$ cat config.mk
export PLATFORM = sky130hd
export DESIGN_NAME = tdl_display
export DESIGN_NICKNAME = d
export VERILOG_FILES = /design/src/tdl_display.v
export VERILOG_INCLUDE_DIRS = /design/src
export SDC_FILE = /design/constraint.sdc
export NUM_CORES = 1
export LEC_CHECK = 0
export ABC_AREA = 1
export BUFFER_PORTS_ARGS = -buffer_cell sky130_fd_sc_hd__buf_4
export CAP_MARGIN = 10
export CELL_PAD_IN_SITES_DETAIL_PLACEMENT = 0
export CELL_PAD_IN_SITES_GLOBAL_PLACEMENT = 2
export CORE_MARGIN = 4
export CORE_UTILIZATION = 25
export CTS_CLUSTER_SIZE = 8
export DETAILED_ROUTE_END_ITERATION = 10
export GPL_TIMING_DRIVEN = 0
export PLACE_DENSITY_LB_ADDON = 0.12
export SYNTH_ARGS = -nofsm -noshare
export SYNTH_HDL_FRONTEND = slang
export SYNTH_SLANG_ARGS = --single-unit
export TNS_END_PERCENT = 30
$ cat constraint.sdc
create_clock -name ref_clk -period 1.9 [get_ports ref_clk]
set_input_delay 0.285 -clock ref_clk [delete_from_list [all_inputs] [get_ports ref_clk]]
set_output_delay 0.285 -clock ref_clk [all_outputs]
set_load 0.02 [all_outputs]
$ cat src/tdl_regs.vh
// Timing constants and reset values for the two-digit LED controller.
// Assumes a 100 MHz system clock; times are in microseconds.
`ifndef TDL_REGS_VH
`define TDL_REGS_VH
`define TDL_CLK_MHZ        100
`define TDL_SWAP_US        5000
`define TDL_SWAP_CYCLES    (`TDL_SWAP_US * `TDL_CLK_MHZ)
`define TDL_POLL_US        20000
`define TDL_POLL_CYCLES    (`TDL_POLL_US * `TDL_CLK_MHZ)
`define TDL_SEL_LOW        1'b1
`define TDL_SEL_HIGH       1'b0
`define TDL_BLANK_VALUE    8'h00
`define TDL_SEG_OFF        7'h00
`endif
$ cat src/tdl_display.v
// Behaviour
// - Seven segment outputs shared by both digits
// - Select bit high lights low-order digit
// - Segments change together with the select
// - Each digit lit 5 ms, alternating
// - New value taken only at digit swap
// - Switch input is active low
// - Poll switch every 20 ms while waiting
// - Confirm low after 20 ms, then release
//
// Two-digit multiplexed seven-segment driver with a debounced button.
// Assumes segment outputs are active high, one hex nibble per digit.
`timescale 1ns/10ps
`include "tdl_regs.vh"

module tdl_display #(
    parameter SWAP_CYCLES = `TDL_SWAP_CYCLES,
    parameter POLL_CYCLES = `TDL_POLL_CYCLES
) (
    input  wire       ref_clk,
    input  wire       rst,
    input  wire [7:0] value_in,
    input  wire       value_load,
    input  wire       wait_req,
    input  wire       switch_input_n,
    output reg  [6:0] segment_outputs,
    output reg        digit_select,
    output reg        wait_busy,
    output reg        switch_closed
);

    localparam ST_IDLE    = 2'd0;
    localparam ST_POLL    = 2'd1;
    localparam ST_CONFIRM = 2'd2;

    reg  [7:0]  pending;
    reg         pending_valid;
    reg  [7:0]  shown;
    reg  [31:0] swap_count;
    reg  [31:0] poll_count;
    reg  [1:0]  state;
    reg         sw_meta;
    reg         sw_sync;
    wire        swap_tick = (swap_count == SWAP_CYCLES - 1);
    wire        poll_tick = (poll_count == POLL_CYCLES - 1);
    // Counters are 32 bits wide to hold the default poll count
    reg  [7:0]  next_shown;
    reg         next_select;
    reg  [3:0]  next_nibble;
    reg  [6:0]  next_segments;
    reg  [31:0] next_swap_count;
    reg  [1:0]  next_state;
    reg  [31:0] next_poll_count;
    reg         next_wait_busy;
    reg         next_switch_closed;

    function [6:0] seg_of;
        input [3:0] n;
        begin
            case (n)
                4'h0: seg_of = 7'h3f;
                4'h1: seg_of = 7'h06;
                4'h2: seg_of = 7'h5b;
                4'h3: seg_of = 7'h4f;
                4'h4: seg_of = 7'h66;
                4'h5: seg_of = 7'h6d;
                4'h6: seg_of = 7'h7d;
                4'h7: seg_of = 7'h07;
                4'h8: seg_of = 7'h7f;
                4'h9: seg_of = 7'h6f;
                4'ha: seg_of = 7'h77;
                4'hb: seg_of = 7'h7c;
                4'hc: seg_of = 7'h39;
                4'hd: seg_of = 7'h5e;
                4'he: seg_of = 7'h79;
                default: seg_of = 7'h71;
            endcase
        end
    endfunction

    // Pattern for the digit about to be lit, so select and segments move in one edge
    always @*
    begin
        next_shown  = pending_valid ? pending : shown;
        next_select = ~digit_select;
        if (next_select == `TDL_SEL_LOW)
            next_nibble = next_shown[3:0];
        else
            next_nibble = next_shown[7:4];
        next_segments = seg_of(next_nibble);
        if (swap_tick)
            next_swap_count = 32'h0;
        else
            next_swap_count = swap_count + 32'h1;
    end

    // Client loads whenever it likes; held until the next swap
    always @(posedge ref_clk)
    begin
        if (rst)
        begin
            pending       <= `TDL_BLANK_VALUE;
            pending_valid <= 1'b0;
        end
        else if (value_load)
        begin
            pending       <= value_in;
            pending_valid <= 1'b1;
        end
        else if (swap_tick)
            pending_valid <= 1'b0;
    end

    always @(posedge ref_clk)
    begin
        if (rst)
        begin
            swap_count      <= 32'h0;
            shown           <= `TDL_BLANK_VALUE;
            digit_select    <= `TDL_SEL_LOW;
            segment_outputs <= `TDL_SEG_OFF;
        end
        else
        begin
            // Counter free-runs from reset release; a load never restarts it
            swap_count <= next_swap_count;
            if (swap_tick)
            begin
                shown           <= next_shown;
                digit_select    <= next_select;
                segment_outputs <= next_segments;
            end
        end
    end

    // Button is asynchronous; two flops before use
    // Both flops reset to the released level, so no false press after reset
    always @(posedge ref_clk)
    begin
        if (rst)
        begin
            sw_meta <= 1'b1;
            sw_sync <= 1'b1;
        end
        else
        begin
            sw_meta <= switch_input_n;
            sw_sync <= sw_meta;
        end
    end

    // Wait-for-switch sequencer; one counter serves both the poll and the confirm wait
    always @*
    begin
        next_state         = state;
        next_poll_count    = poll_count;
        next_wait_busy     = wait_busy;
        next_switch_closed = 1'b0;
        case (state)
            ST_IDLE:
            begin
                next_poll_count = 32'h0;
                if (wait_req)
                begin
                    next_state     = ST_POLL;
                    next_wait_busy = 1'b1;
                end
            end
            ST_POLL:
            begin
                if (poll_tick)
                begin
                    next_poll_count = 32'h0;
                    if (!sw_sync)
                        next_state = ST_CONFIRM;
                end
                else
                    next_poll_count = poll_count + 32'h1;
            end
            ST_CONFIRM:
            begin
                if (poll_tick)
                begin
                    next_poll_count = 32'h0;
                    if (!sw_sync)
                    begin
                        next_state         = ST_IDLE;
                        next_wait_busy     = 1'b0;
                        next_switch_closed = 1'b1;
                    end
                    else
                        next_state = ST_POLL;
                end
                else
                    next_poll_count = poll_count + 32'h1;
            end
            default:
                next_state = ST_IDLE;
        endcase
    end

    always @(posedge ref_clk)
    begin
        if (rst)
        begin
            state         <= ST_IDLE;
            poll_count    <= 32'h0;
            wait_busy     <= 1'b0;
            switch_closed <= 1'b0;
        end
        else
        begin
            state         <= next_state;
            poll_count    <= next_poll_count;
            wait_busy     <= next_wait_busy;
            switch_closed <= next_switch_closed;
        end
    end

endmodule // tdl_display

# After elaboration in Yosys (flattened, before gate mapping)
# Memories as Yosys holds them, arrays and structs flattened. A register that Yosys moved wholly into a read port is not among the register bits.
# Index checks and enable logic that the tools add are counted.
# totals
romBits,112
output_inout_bits,10
input_bits,13
mem_count,1
register_bits,88
# mem_list
name,depth,word_bits,read_ports,rd_ports_with_merged_regs,wr,line_no,source
(name not given),16,7,1,1,0,tdl_display.v:60,case (n)
# classes
add_sub_neg,2
n_reduce_logical,9
n_eq_ne,9
n_mux,17
n_bitwise,3
# ops
op,count
$add A32 B1 Y32 const B,2
$pmux W32 S2,1
$eq A32 B19 Y1 const B,1
$eq A32 B21 Y1 const B,1
$mux W32,1
$ne A2 B2 Y1 const B,5
$mux W2,4
$mux W8,1
$reduce_and A4 Y1,2
$mux W1,7
$pmux W2 S3,1
$reduce_bool A2 Y1,3
$mux W4,1
$reduce_or A2 Y1,2
$not A1 Y1,3
$reduce_or A3 Y1,1
$eq A2 B1 Y1 const B,1
$eq A2 B2 Y1 const B,1
$logic_not A2 Y1,1
$pmux W1 S2,1

# Depth between registers and ports, before layout
# Gate-level depths: netlist of the first run.
# logic_depth
ltp_word,3
mapped_depth,15
ltp_nobuf,13

# Least setup slack after synthesis of the first run
# OpenSTA, ideal clock, no wires.
# synth_path
kind,register to register
startpoint,reg pending_valid
endpoint,reg segment_outputs[5]
path_stages_with_launch,13
arrival_time_ns,1.996
slack_ns,-0.161
required_ns,1.835
setup_ns,0.065
path_cell_list,dfxtp_1 -> buf_4 -> buf_4 -> nand2_1 -> o21ai_0 -> or2_2 -> o21ai_0 -> inv_1 -> ha_1 -> nand3b_1 -> a21oi_1 -> nor2_1 -> nor2_1
# synth_between
elab_chain_len,2
# synth_lines
element,line_no,source
from (decl),tdl_display.v:37,reg pending_valid;
from (signal assigned),tdl_display.v:103,pending_valid <= 1'b0;
from (signal assigned),tdl_display.v:108,pending_valid <= 1'b1;
from (signal assigned),tdl_display.v:111,pending_valid <= 1'b0;
$mux W8,tdl_display.v:84,next_shown = pending_valid ? pending : shown;
$mux W4,tdl_display.v:86,if (next_select == `TDL_SEL_LOW)
to (decl),tdl_display.v:26,"output reg [6:0] segment_outputs,"
# Every way passes these cells.
# A chain may end at the register's enable or synchronous reset.

# Worst setup path after layout of the first run
# layout_path
startpoint,reg pending_valid
endpoint,reg segment_outputs[1]
# The elaborated chain is that of the path after synthesis.

==> run summary, run 1 <==
Outcome: complete, no violations
Combinational fraction of design power: 17.6%
CP Launch Type: flip-flop
Crit path max fanout: 8
Antenna fix cells: 0
Clk sink count: 95
Peak ir drop on the vdd network: 0.333 mV
Gpl congestion: 0.809
Growth of design area from synthesis to finish: 19.2%
Max Transition Viols Final: 0
RSZ-0062 raised after global routing: true
Final setup violating endpoints: 0
Dominant cell type by area after synthesis: sky130_fd_sc_hd__dfxtp_1
Data required time of the critical path: 2.15 ns
Reported max-cap violation count: 0
Mean cell area of the mapped netlist: 6.61 µm²
Half-perimeter wire length after placement: 12500 µm
Upper clock frequency limit: 0.558 GHz
Transition at the pin with the smallest max-transition slack: 0.566 ns
Flip-flop cell with the highest count after synthesis: sky130_fd_sc_hd__dfxtp_1
Aggregate global routing overflow: 0
Insertion delay to the later sink of the worst-skew pair: 0.35 ns
Kind of capture point of the worst setup path: flip-flop
Worst clock skew: 0.0135 ns
Total Wirelength: 16500 µm
Min cycle time layout: 1.79 ns
Full die area: 24300 µm²
Floorplan die width: 156 µm
Largest net degree at the start of global routing: 18
Warnings, synthesis: 0
Leak Pwr: 2.39 nW
Part of the power in registers: 45.0%
Vias in the first global route: 5215
Synth cell types: 40
Slew HR: 62.3%
Number of synthesized register bits: 95
Core Region: 21200 µm²
Number of enable flip-flop cells after synthesis: 0
Type of the worst setup path: flip-flop to flip-flop
Total negative slack: 0 ns
Number of cell rows: 53
Buffers added on ports: 21
Wire length per cell: 14.3 µm
Top-level port count: 23
Final critical-path share of the clock period: 94.3%
Sw power: 0.00142 W
Switching share of power: 30.3%
Initial core utilization: 25.7%
WHS: 0.123 ns
Number of iterations in the first detailed-routing pass: 5
Routed vias/inst: 4.54
Synth Instances: 826
Share of power burned in the clock network: 37.4%
Vias after detailed routing: 5228
Final hold violation count: 0
Top area cells in the synthesized netlist: sky130_fd_sc_hd__dfxtp_1 (35%), sky130_fd_sc_hd__nand2_1 (13%), sky130_fd_sc_hd__nor2_1 (9.4%), sky130_fd_sc_hd__inv_1 (7.2%), sky130_fd_sc_hd__nand3_1 (4.9%)
Total routing resource utilization after global routing: 14.0%
Post-synthesis cell area: 5460 µm²
Antenna viol nets, final: 0
Min-delay worst type: input port to flip-flop
Fraction of post-synthesis cell area in the top cell type by area: 34.8%
Drt drc: 0
Power per standard cell area: 721 nW/µm²
TritonCTS clock tree: built
Clock slew seen by the registers of the worst setup and hold paths: 0.07 ns
Y dimension of the die: 156 µm
Cells along the critical path: buf_6 -> buf_4 -> o21ai_2 -> o21a_4 -> inv_2 -> ha_1 -> inv_1 -> o21ai_2 -> nand2_1 -> nor2_1 -> nor2_1
Initial antenna violation count: 0
Fraction of the yosys area taken by sequential cells: 34.8%
Wire length of the first global-routing pass: 27200 µm
Buffer type at the clock tree root: sky130_fd_sc_hd__clkbuf_16
TritonCTS buffer count: 9
Slowest library cell on the worst path: sky130_fd_sc_hd__dfxtp_2
Layout net count: 900
CP max stage delay: 0.33 ns
Starting DRT DRC Count: 214
Number of buffers on the longest clock path: 2
Cell internal power dissipation: 0.00327 W
Proportion of register bits with asynchronous set or reset after synthesis: 0%
Data arrival time of the critical path: 2.04 ns
Number of H-tree levels: 3
Syn nets: 853
Share of layout cells above drive strength 1: 15.2%
Layout filler cell count: 2369
## worst max-delay path: cells and delay by family (launching register included)
kind                       cells  cell delay (ns)
AOI/OAI and AO/OA              3             0.52
DFF                            1             0.33
adders and majority gates      1             0.27
buffers and inverters          4             0.37
and+or+nand+nor                3             0.21
## through the flow
step | power [W] | utilization, % | std cells | cell area [µm²] | setup WS, ns
6_report | 0.00469 | 30.6 | 1151 | 6500 | 0.109
5_1_grt | 0.00495 | 30.6 | 1151 | 6500 | -0.0185
4_1_cts | 0.00477 | 30.1 | 1146 | 6380 | 0.000884
3_5_place_dp | 0.00295 | 28.1 | 1122 | 5960 | -0.356
3_3_place_gp | 0.00294 | 28.1 | 1122 | 5960 | -0.332
2_1_floorplan | 0.00271 | - | 826 | 5460 | 0.00516
## flip-flops by register name (all words and copies together), names as in the netlist
register / cells
wait_busy: 1
pending_valid: 1
segment_outputs: 7
sw_sync: 1
swap_count: 32
pending: 8
switch_closed: 1
poll_count: 32
shown: 8
digit_select: 1
state: 2
sw_meta: 1
## cell usage after synthesis (5+ instances only)
library cell              instances
sky130_fd_sc_hd__nand2_1        195
sky130_fd_sc_hd__nor2_1         137
sky130_fd_sc_hd__inv_1          105
sky130_fd_sc_hd__dfxtp_1         95
sky130_fd_sc_hd__nand3_1         53
sky130_fd_sc_hd__nor3_1          32
sky130_fd_sc_hd__o21ai_0         31
sky130_fd_sc_hd__nand4_1         29
sky130_fd_sc_hd__a21oi_1         24
sky130_fd_sc_hd__xor2_1          22
sky130_fd_sc_hd__ha_1            14
sky130_fd_sc_hd__nand2_2          9
sky130_fd_sc_hd__nor3_2           7
sky130_fd_sc_hd__o21ai_1          7
sky130_fd_sc_hd__nor2_2           5
sky130_fd_sc_hd__nor2_4           5
sky130_fd_sc_hd__nor3b_1          5
sky130_fd_sc_hd__o21a_1           5
sky130_fd_sc_hd__or2_2            5
## path summary, 6_finish.rpt
| path | start | to | slack, ns | cells past startpoint |
|---|---|---|---|---|
| worst max-delay path | pending_valid | segment_outputs[1] | 0.11 | 11 |
| worst min-delay path | switch_input_n | sw_meta | 0.12 | 2 |
| worst max register to register | pending_valid | segment_outputs[1] | 0.11 | 11 |
| worst min register to register | sw_meta | sw_sync | 0.42 | 1 |
## power groups by stage
stage               logic [W]  clock network (W)  registers, W
finish               0.000824            0.00175       0.00211
global placement     0.000790                  0       0.00215
detailed placement   0.000793                  0       0.00216
CTS                  0.000827            0.00183       0.00211
floorplan            0.000557                  0       0.00215
global route         0.000951            0.00188       0.00212
## per-layer routing
metal	up-vias	GRT usage (%)	routed length, µm	part of all wire, %
met3	14	2.47	364	2.2
met4	0	3.79	258	1.6
met2	56	25.2	8280	50
met5	-	0	0	0
met1	2442	17.3	7610	46
li1	2716	-	-	-
## layout by cell type, fill, tap and decap left out, types with 22 or more instances in the layout
cell,count
sky130_fd_sc_hd__xor2_1,22
sky130_fd_sc_hd__dfxtp_1,90
sky130_fd_sc_hd__inv_1,103
sky130_fd_sc_hd__nor2_1,133
sky130_fd_sc_hd__nand4_1,29
sky130_fd_sc_hd__buf_4,35
sky130_fd_sc_hd__o21ai_0,26
sky130_fd_sc_hd__nand3_1,51
sky130_fd_sc_hd__nor3_1,29
sky130_fd_sc_hd__nand2_1,194
sky130_fd_sc_hd__a21oi_1,23
## layout make-up
class / instances / area, µm² / share of cell area (%)
Buffer: 14 / 113 / 1.73
Clock buffer: 11 / 243 / 3.73
Clock inverter: 3 / 21.3 / 0.327
Inverter: 112 / 423 / 6.50
Multi-Input combinational cell: 604 / 3170 / 48.7
Sequential cell: 95 / 1910 / 29.4
Tap cell: 275 / 344 / 5.29
Timing Repair Buffer: 37 / 279 / 4.29
## kinds of logic after synthesis
logic type / synth area share, %
mux: 0.183
simple gates: 41.3
fa+ha+maj: 3.21
buf+inv: 9.51
xor+xnor: 4.01
compound gates: 6.95
flops: 34.8
## repair_timing
action                     CTS  global route
hold buffers                 0             0
gates cloned                 1             1
pin swaps                    7             7
setup endpoints to repair   73            71
gates resized for setup     26            27
buffers inserted            10             4
Note: power is estimated with default switching activity, not from simulation.
==> run 2: changes to the inputs <==
- CORE_UTILIZATION: 25 -> 31
- PLACE_DENSITY: unset -> 0.83
- PLACE_DENSITY_LB_ADDON: 0.12 -> unset
==> run 2 against run 1 <==
  * Global-route usage up 1.1 points
  * Final area down 1.8%
  * Combinational power down 2%
  * Maximum frequency down 0.54%
  * Critical endpoint is now segment_outputs[5]
  * Clock skew about the same
  * Non-clock buffer count down 7
  * Total power up 2.9%
  * Via count down 2.7%
  * Sequential share of layout area up 0.50 points
  * Flip-flop and latch count unchanged
==> run summary, run 2 (synthesis results as in run 1) <==
Outcome: complete, no violations
CP max stage delay: 0.33 ns
Cells along the critical path: buf_6 -> nand2_2 -> o21ai_2 -> or2_4 -> o21ai_4 -> inv_2 -> ha_4 -> nand3b_1 -> a21oi_2 -> nor2_1 -> nor2_1
TritonCTS buffer count: 9
Share of power burned in the clock network: 39.6%
Slew HR: 62.8%
Final hold violation count: 0
Total Wirelength: 14500 µm
Most common cell after layout, fill and taps aside: sky130_fd_sc_hd__nand2_1
WHS: 0.138 ns
Depth of the critical timing path with buffers and inverters included: 11
Gpl congestion: 0.844
Final setup violating endpoints: 0
Source of the critical timing path: pending_valid
Wire length of the first global-routing pass: 24400 µm
Routed vias/inst: 4.64
Type of the worst setup path: flip-flop to flip-flop
Number of stages on the worst hold path: 2
Number of H-tree levels: 3
Worst Slack Setup Final: 0.0989 ns
Drt drc: 0
TritonCTS clock tree: built
Final critical-path share of the clock period: 94.8%
Number of iterations in the first detailed-routing pass: 4
Worst reg2reg startpoint: pending_valid
Launch instance of the worst min-delay path: switch_input_n
Clock slew seen by the registers of the worst setup and hold paths: 0.08 ns
Starting DRT DRC Count: 261
Antenna viol nets, final: 0
Largest net degree at the start of global routing: 18
Top-level port count: 23
Upper clock frequency limit: 0.555 GHz
Switching share of power: 29.2%
Half-perimeter wire length after placement: 11100 µm
Peak ir drop on the vdd network: 0.496 mV
Most common cell on crit path: sky130_fd_sc_hd__nor2_1
Total negative slack: 0 ns
Global Route met3 Usage: 2.95%
Part of the power in registers: 43.7%
Reg-to-reg critical path endpoint: segment_outputs[5]
Initial antenna violation count: 0
Met2 layer usage reported by global route: 25.5%
Number of hold buffers added after cts: 0
Sw power: 0.00141 W
CP Launch Type: flip-flop
Transition at the pin with the smallest max-transition slack: 0.557 ns
Met1 Use GR: 19.7%
Power per standard cell area: 755 nW/µm²
Worst clock skew: 0.0132 ns
Y dimension of the die: 141 µm
Worst path top cell family by delay: simple AND/OR/NAND/NOR gates
Initial core utilization: 31.6%
Data required time of the critical path: 2.20 ns
Floorplan die width: 141 µm
Area used by multi-input combinational logic: 3130 µm²
Vias after detailed routing: 5085
Global routing's busiest layer: met2
Share of layout cells above drive strength 1: 14.0%
Layout filler cell count: 1923
DP Worst Slack: -0.250 ns
Buffer type at the clock tree root: sky130_fd_sc_hd__clkbuf_16
Layout net count: 893
Wire length per cell: 13.3 µm
Crit path max fanout: 9
Buffers added on ports: 21
Vias in the first global route: 4898
Aggregate global routing overflow: 0
Critical path capture point: segment_outputs[5]
Full die area: 19800 µm²
Leak Pwr: 2.32 nW
Area taken by flip-flops and latches: 1910 µm²
Growth of design area from synthesis to finish: 17.1%
Slowest library cell on the worst path: sky130_fd_sc_hd__dfxtp_2
Core Region: 17300 µm²
Kind of capture point of the worst setup path: flip-flop
Antenna fix cells: 0
Insertion delay to the later sink of the worst-skew pair: 0.35 ns
RSZ-0062 raised after global routing: true
Commonest cells after routing, fill and taps aside: sky130_fd_sc_hd__nand2_1 (192), sky130_fd_sc_hd__nor2_1 (136), sky130_fd_sc_hd__inv_1 (103)
Buffering stage count on the worst path with inverters included: 2
Cell internal power dissipation: 0.00342 W
Clk sink count: 95
Reported max-cap violation count: 0
Number of cells traversed by the worst register-to-register path: 11
Data arrival time of the critical path: 2.10 ns
Combinational fraction of design power: 16.7%
Number of cell rows: 48
Utilization of the core after routing: 36.9%
Leading registers by flop count: poll_count (32), swap_count (32)
Number of buffers on the longest clock path: 2
Min-delay worst type: input port to flip-flop
Max Transition Viols Final: 0
Setup slack of the worst register-to-register path: 0.1 ns
Total routing resource utilization after global routing: 15.2%
Min cycle time layout: 1.80 ns
==> run 2: cell count changes in the layout (fill, tap and decap cells not counted), sizes merged <==
cell and change:
inv +2, clkinv -2, bufinv +1, clkbuf -1
buf -6, clkinvlp +1
==> run 2: stage by stage <==
| step | std cells | power (W) | instance area [µm²] |
|---|---|---|---|
| global placement | 1072 | 0.00294 | 5900 |
| CTS | 1091 | 0.00487 | 6260 |
| global route | 1096 | 0.00511 | 6390 |
| floorplan | 826 | 0.00271 | 5460 |
| detailed placement | 1072 | 0.00293 | 5900 |
| finish | 1096 | 0.00483 | 6390 |
==> run 2: how the worst min path moves through the flow <==
stage | to | slack, ns
after floorplan | sw_meta | 0.39
after global placement | sw_sync | 0.39
after detailed placement | sw_sync | 0.39
after CTS | sw_meta | 0.12
after global routing | sw_meta | 0.14
final | sw_meta | 0.14
==> run 2: what timing repair did <==
item | 4_1_cts | 5_1_grt
cloned | 0 | 1
setup buffers | 4 | 4
pin swaps | 2 | 4
setup endpoints to repair | 50 | 76
gates resized for setup | 10 | 30
==> run 2: layout make-up <==
class                   count  share of cell area [%]
flip-flops and latches     95                    29.9
multi-input cells         604                    48.9
clock inverters             5                   0.979
plain buffers              14                    1.72
inverters                 112                    6.62
repair buffers             30                    3.68
well taps                 225                    4.41
clock buffers              11                    3.80
==> run 2: power groups by stage <==
stage	Clock [W]	Combinational (W)	Sequential, W
2_1_floorplan	0	0.000557	0.00215
3_5_place_dp	0	0.000778	0.00215
5_1_grt	0.00206	0.000933	0.00212
3_3_place_gp	0	0.000790	0.00215
4_1_cts	0.00197	0.000789	0.00211
6_report	0.00191	0.000806	0.00211
==> run 2: layer usage <==
layer | wire (µm) | vias to the layer above | part of all wire [%]
met5 | 0 | - | 0
li1 | - | 2706 | -
met3 | 477 | 19 | 3.3
met4 | 233 | 0 | 1.6
met1 | 7100 | 2284 | 49
met2 | 6730 | 76 | 46
==> run 3: changes to the inputs <==
- PLACE_DENSITY: 0.83 -> unset
- PLACE_DENSITY_LB_ADDON: unset -> 0.1
==> run 3 against run 2 <==
  * Sequential share of layout area is 0.36 points higher
  * First-iteration DRC count grew 25%
  * Non-clock buffer count fell by 3
  * Final cell count is 0.55% lower
  * Critical path depth stayed put
  * Flip-flop and latch count stayed put
  * Critical path type unchanged
==> run summary, run 3 (synthesis results as in run 1) <==
Outcome: complete, no violations
Min cycle time layout: 1.78 ns
RSZ-0062 raised after global routing: true
Crit path max fanout: 17
Number of hold buffers added after cts: 0
Critical path capture point: segment_outputs[5]
Commonest cells after routing, fill and taps aside: sky130_fd_sc_hd__nand2_1 (194), sky130_fd_sc_hd__nor2_1 (135), sky130_fd_sc_hd__inv_1 (104)
Starting DRT DRC Count: 326
Number of H-tree levels: 3
CP Launch Type: flip-flop
Slew HR: 58.4%
Reg-to-reg critical path endpoint: segment_outputs[5]
Worst Slack Setup Final: 0.120 ns
Number of cell rows: 48
CP max stage delay: 0.30 ns
Core Region: 17300 µm²
Peak ir drop on the vdd network: 0.405 mV
Upper clock frequency limit: 0.562 GHz
Y dimension of the die: 141 µm
Setup slack of the worst register-to-register path: 0.12 ns
Number of iterations in the first detailed-routing pass: 5
Power per standard cell area: 722 nW/µm²
TritonCTS clock tree: built
Vias in the first global route: 4959
Type of the worst setup path: flip-flop to flip-flop
Initial antenna violation count: 0
Layout filler cell count: 1894
Number of buffers on the longest clock path: 2
Buffer type at the clock tree root: sky130_fd_sc_hd__clkbuf_16
DP Worst Slack: -0.318 ns
Top-level port count: 23
Slowest library cell on the worst path: sky130_fd_sc_hd__dfxtp_1
Reported max-cap violation count: 0
Utilization of the core after routing: 36.5%
Leading registers by flop count: poll_count (32), swap_count (32)
Floorplan die width: 141 µm
Max Transition Viols Final: 0
Wire length per cell: 13.9 µm
Insertion delay to the later sink of the worst-skew pair: 0.34 ns
Final critical-path share of the clock period: 93.7%
Initial core utilization: 31.6%
Worst reg2reg startpoint: pending_valid
Growth of design area from synthesis to finish: 15.5%
Largest net degree at the start of global routing: 18
Aggregate global routing overflow: 0
Clk sink count: 95
Min-delay worst type: input port to flip-flop
Data required time of the critical path: 2.18 ns
Final setup violating endpoints: 0
Number of cells traversed by the worst register-to-register path: 11
Drt drc: 0
TritonCTS buffer count: 9
Cells along the critical path: buf_6 -> nand2_1 -> o21ai_1 -> or2_4 -> o21ai_4 -> inv_2 -> ha_2 -> nand3b_1 -> a21oi_2 -> nor2_1 -> nor2_1
Routed vias/inst: 4.68
Kind of capture point of the worst setup path: flip-flop
Share of layout cells above drive strength 1: 13.4%
Final hold violation count: 0
Buffers added on ports: 21
Full die area: 19800 µm²
Worst clock skew: 0.00803 ns
Source of the critical timing path: pending_valid
Wire length of the first global-routing pass: 25100 µm
Antenna fix cells: 0
Data arrival time of the critical path: 2.06 ns
Total negative slack: 0 ns
Vias after detailed routing: 5100
Transition at the pin with the smallest max-transition slack: 0.624 ns
Total Wirelength: 15200 µm
Total routing resource utilization after global routing: 15.7%
Most common cell after layout, fill and taps aside: sky130_fd_sc_hd__nand2_1
Leak Pwr: 2.30 nW
Most common cell on crit path: sky130_fd_sc_hd__nor2_1
Half-perimeter wire length after placement: 11900 µm
Gpl congestion: 0.846
Clock slew seen by the registers of the worst setup and hold paths: 0.07 ns
Layout net count: 890
Antenna viol nets, final: 0
==> run 3: changes by cell type in the layout (fill, tap and decap cells not counted), moves of 2 or more <==
cell	change
sky130_fd_sc_hd__clkbuf_4	+2
sky130_fd_sc_hd__clkinv_2	+2
sky130_fd_sc_hd__clkinvlp_4	-2
sky130_fd_sc_hd__inv_6	-2
sky130_fd_sc_hd__nand2_1	+2
sky130_fd_sc_hd__nand2_2	-2
sky130_fd_sc_hd__nor3_1	-2
==> run 3: repair_timing <==
| action | CTS | global route |
|---|---|---|
| endpoints found under the setup margin | 50 | 68 |
| pin swaps | 1 | 5 |
| cloned | 0 | 0 |
| gates resized for setup | 15 | 23 |
| setup buffers | 2 | 4 |
==> run 3: worst min-delay path by stage <==
| stage | from | end | slack [ns] | cells after the start |
|---|---|---|---|---|
| 2_1_floorplan | switch_input_n | sw_meta | 0.39 | 1 |
| 3_3_place_gp | sw_meta | sw_sync | 0.39 | 1 |
| 3_5_place_dp | sw_meta | sw_sync | 0.40 | 1 |
| 4_1_cts | switch_input_n | sw_meta | 0.12 | 2 |
| 5_1_grt | switch_input_n | sw_meta | 0.12 | 2 |
| 6_report | switch_input_n | sw_meta | 0.13 | 2 |
==> run 3: layout make-up <==
type | count | area, µm² | area share [%]
sequential | 95 | 1910 | 30.2
buffer | 14 | 109 | 1.73
clock buffer | 11 | 243 | 3.85
multi-input combinational | 604 | 3130 | 49.6
inverter | 112 | 423 | 6.71
clock inverter | 2 | 10.0 | 0.159
timing repair buffer | 27 | 203 | 3.21
tap | 225 | 282 | 4.46
==> run 3: critical path, delay by kind of cell, from the launching register on <==
kind                       cells  cell delay, ns
AOI/OAI and AO/OA              3            0.34
adders and majority gates      1            0.20
and+or+nand+nor                5            0.67
buffers and inverters          2            0.22
DFF                            1            0.30
==> run 3: per-stage QoR <==
stage | cells | power (W) | hold slack, ns | instance area (µm²)
3_3_place_gp | 1072 | 0.00293 | 0.394 | 5900
5_1_grt | 1090 | 0.00484 | 0.117 | 6310
3_5_place_dp | 1072 | 0.00294 | 0.401 | 5900
2_1_floorplan | 826 | 0.00271 | 0.389 | 5460
4_1_cts | 1086 | 0.00465 | 0.115 | 6200
6_report | 1090 | 0.00455 | 0.133 | 6310
==> run 3: metal layers <==
metal	GRT usage, %	routed length [µm]
met2	27.8	7550
met4	3.93	234
met5	0	0
met1	19.4	7010
met3	3.43	386
==> run 3: where the power goes <==
| part | switching (W) | total, W | internal, W |
|---|---|---|---|
| clock | 0.000744 | 0.00164 | 0.000898 |
| sequential | 0.0000581 | 0.00211 | 0.00206 |
| combinational | 0.000507 | 0.000797 | 0.000289 |
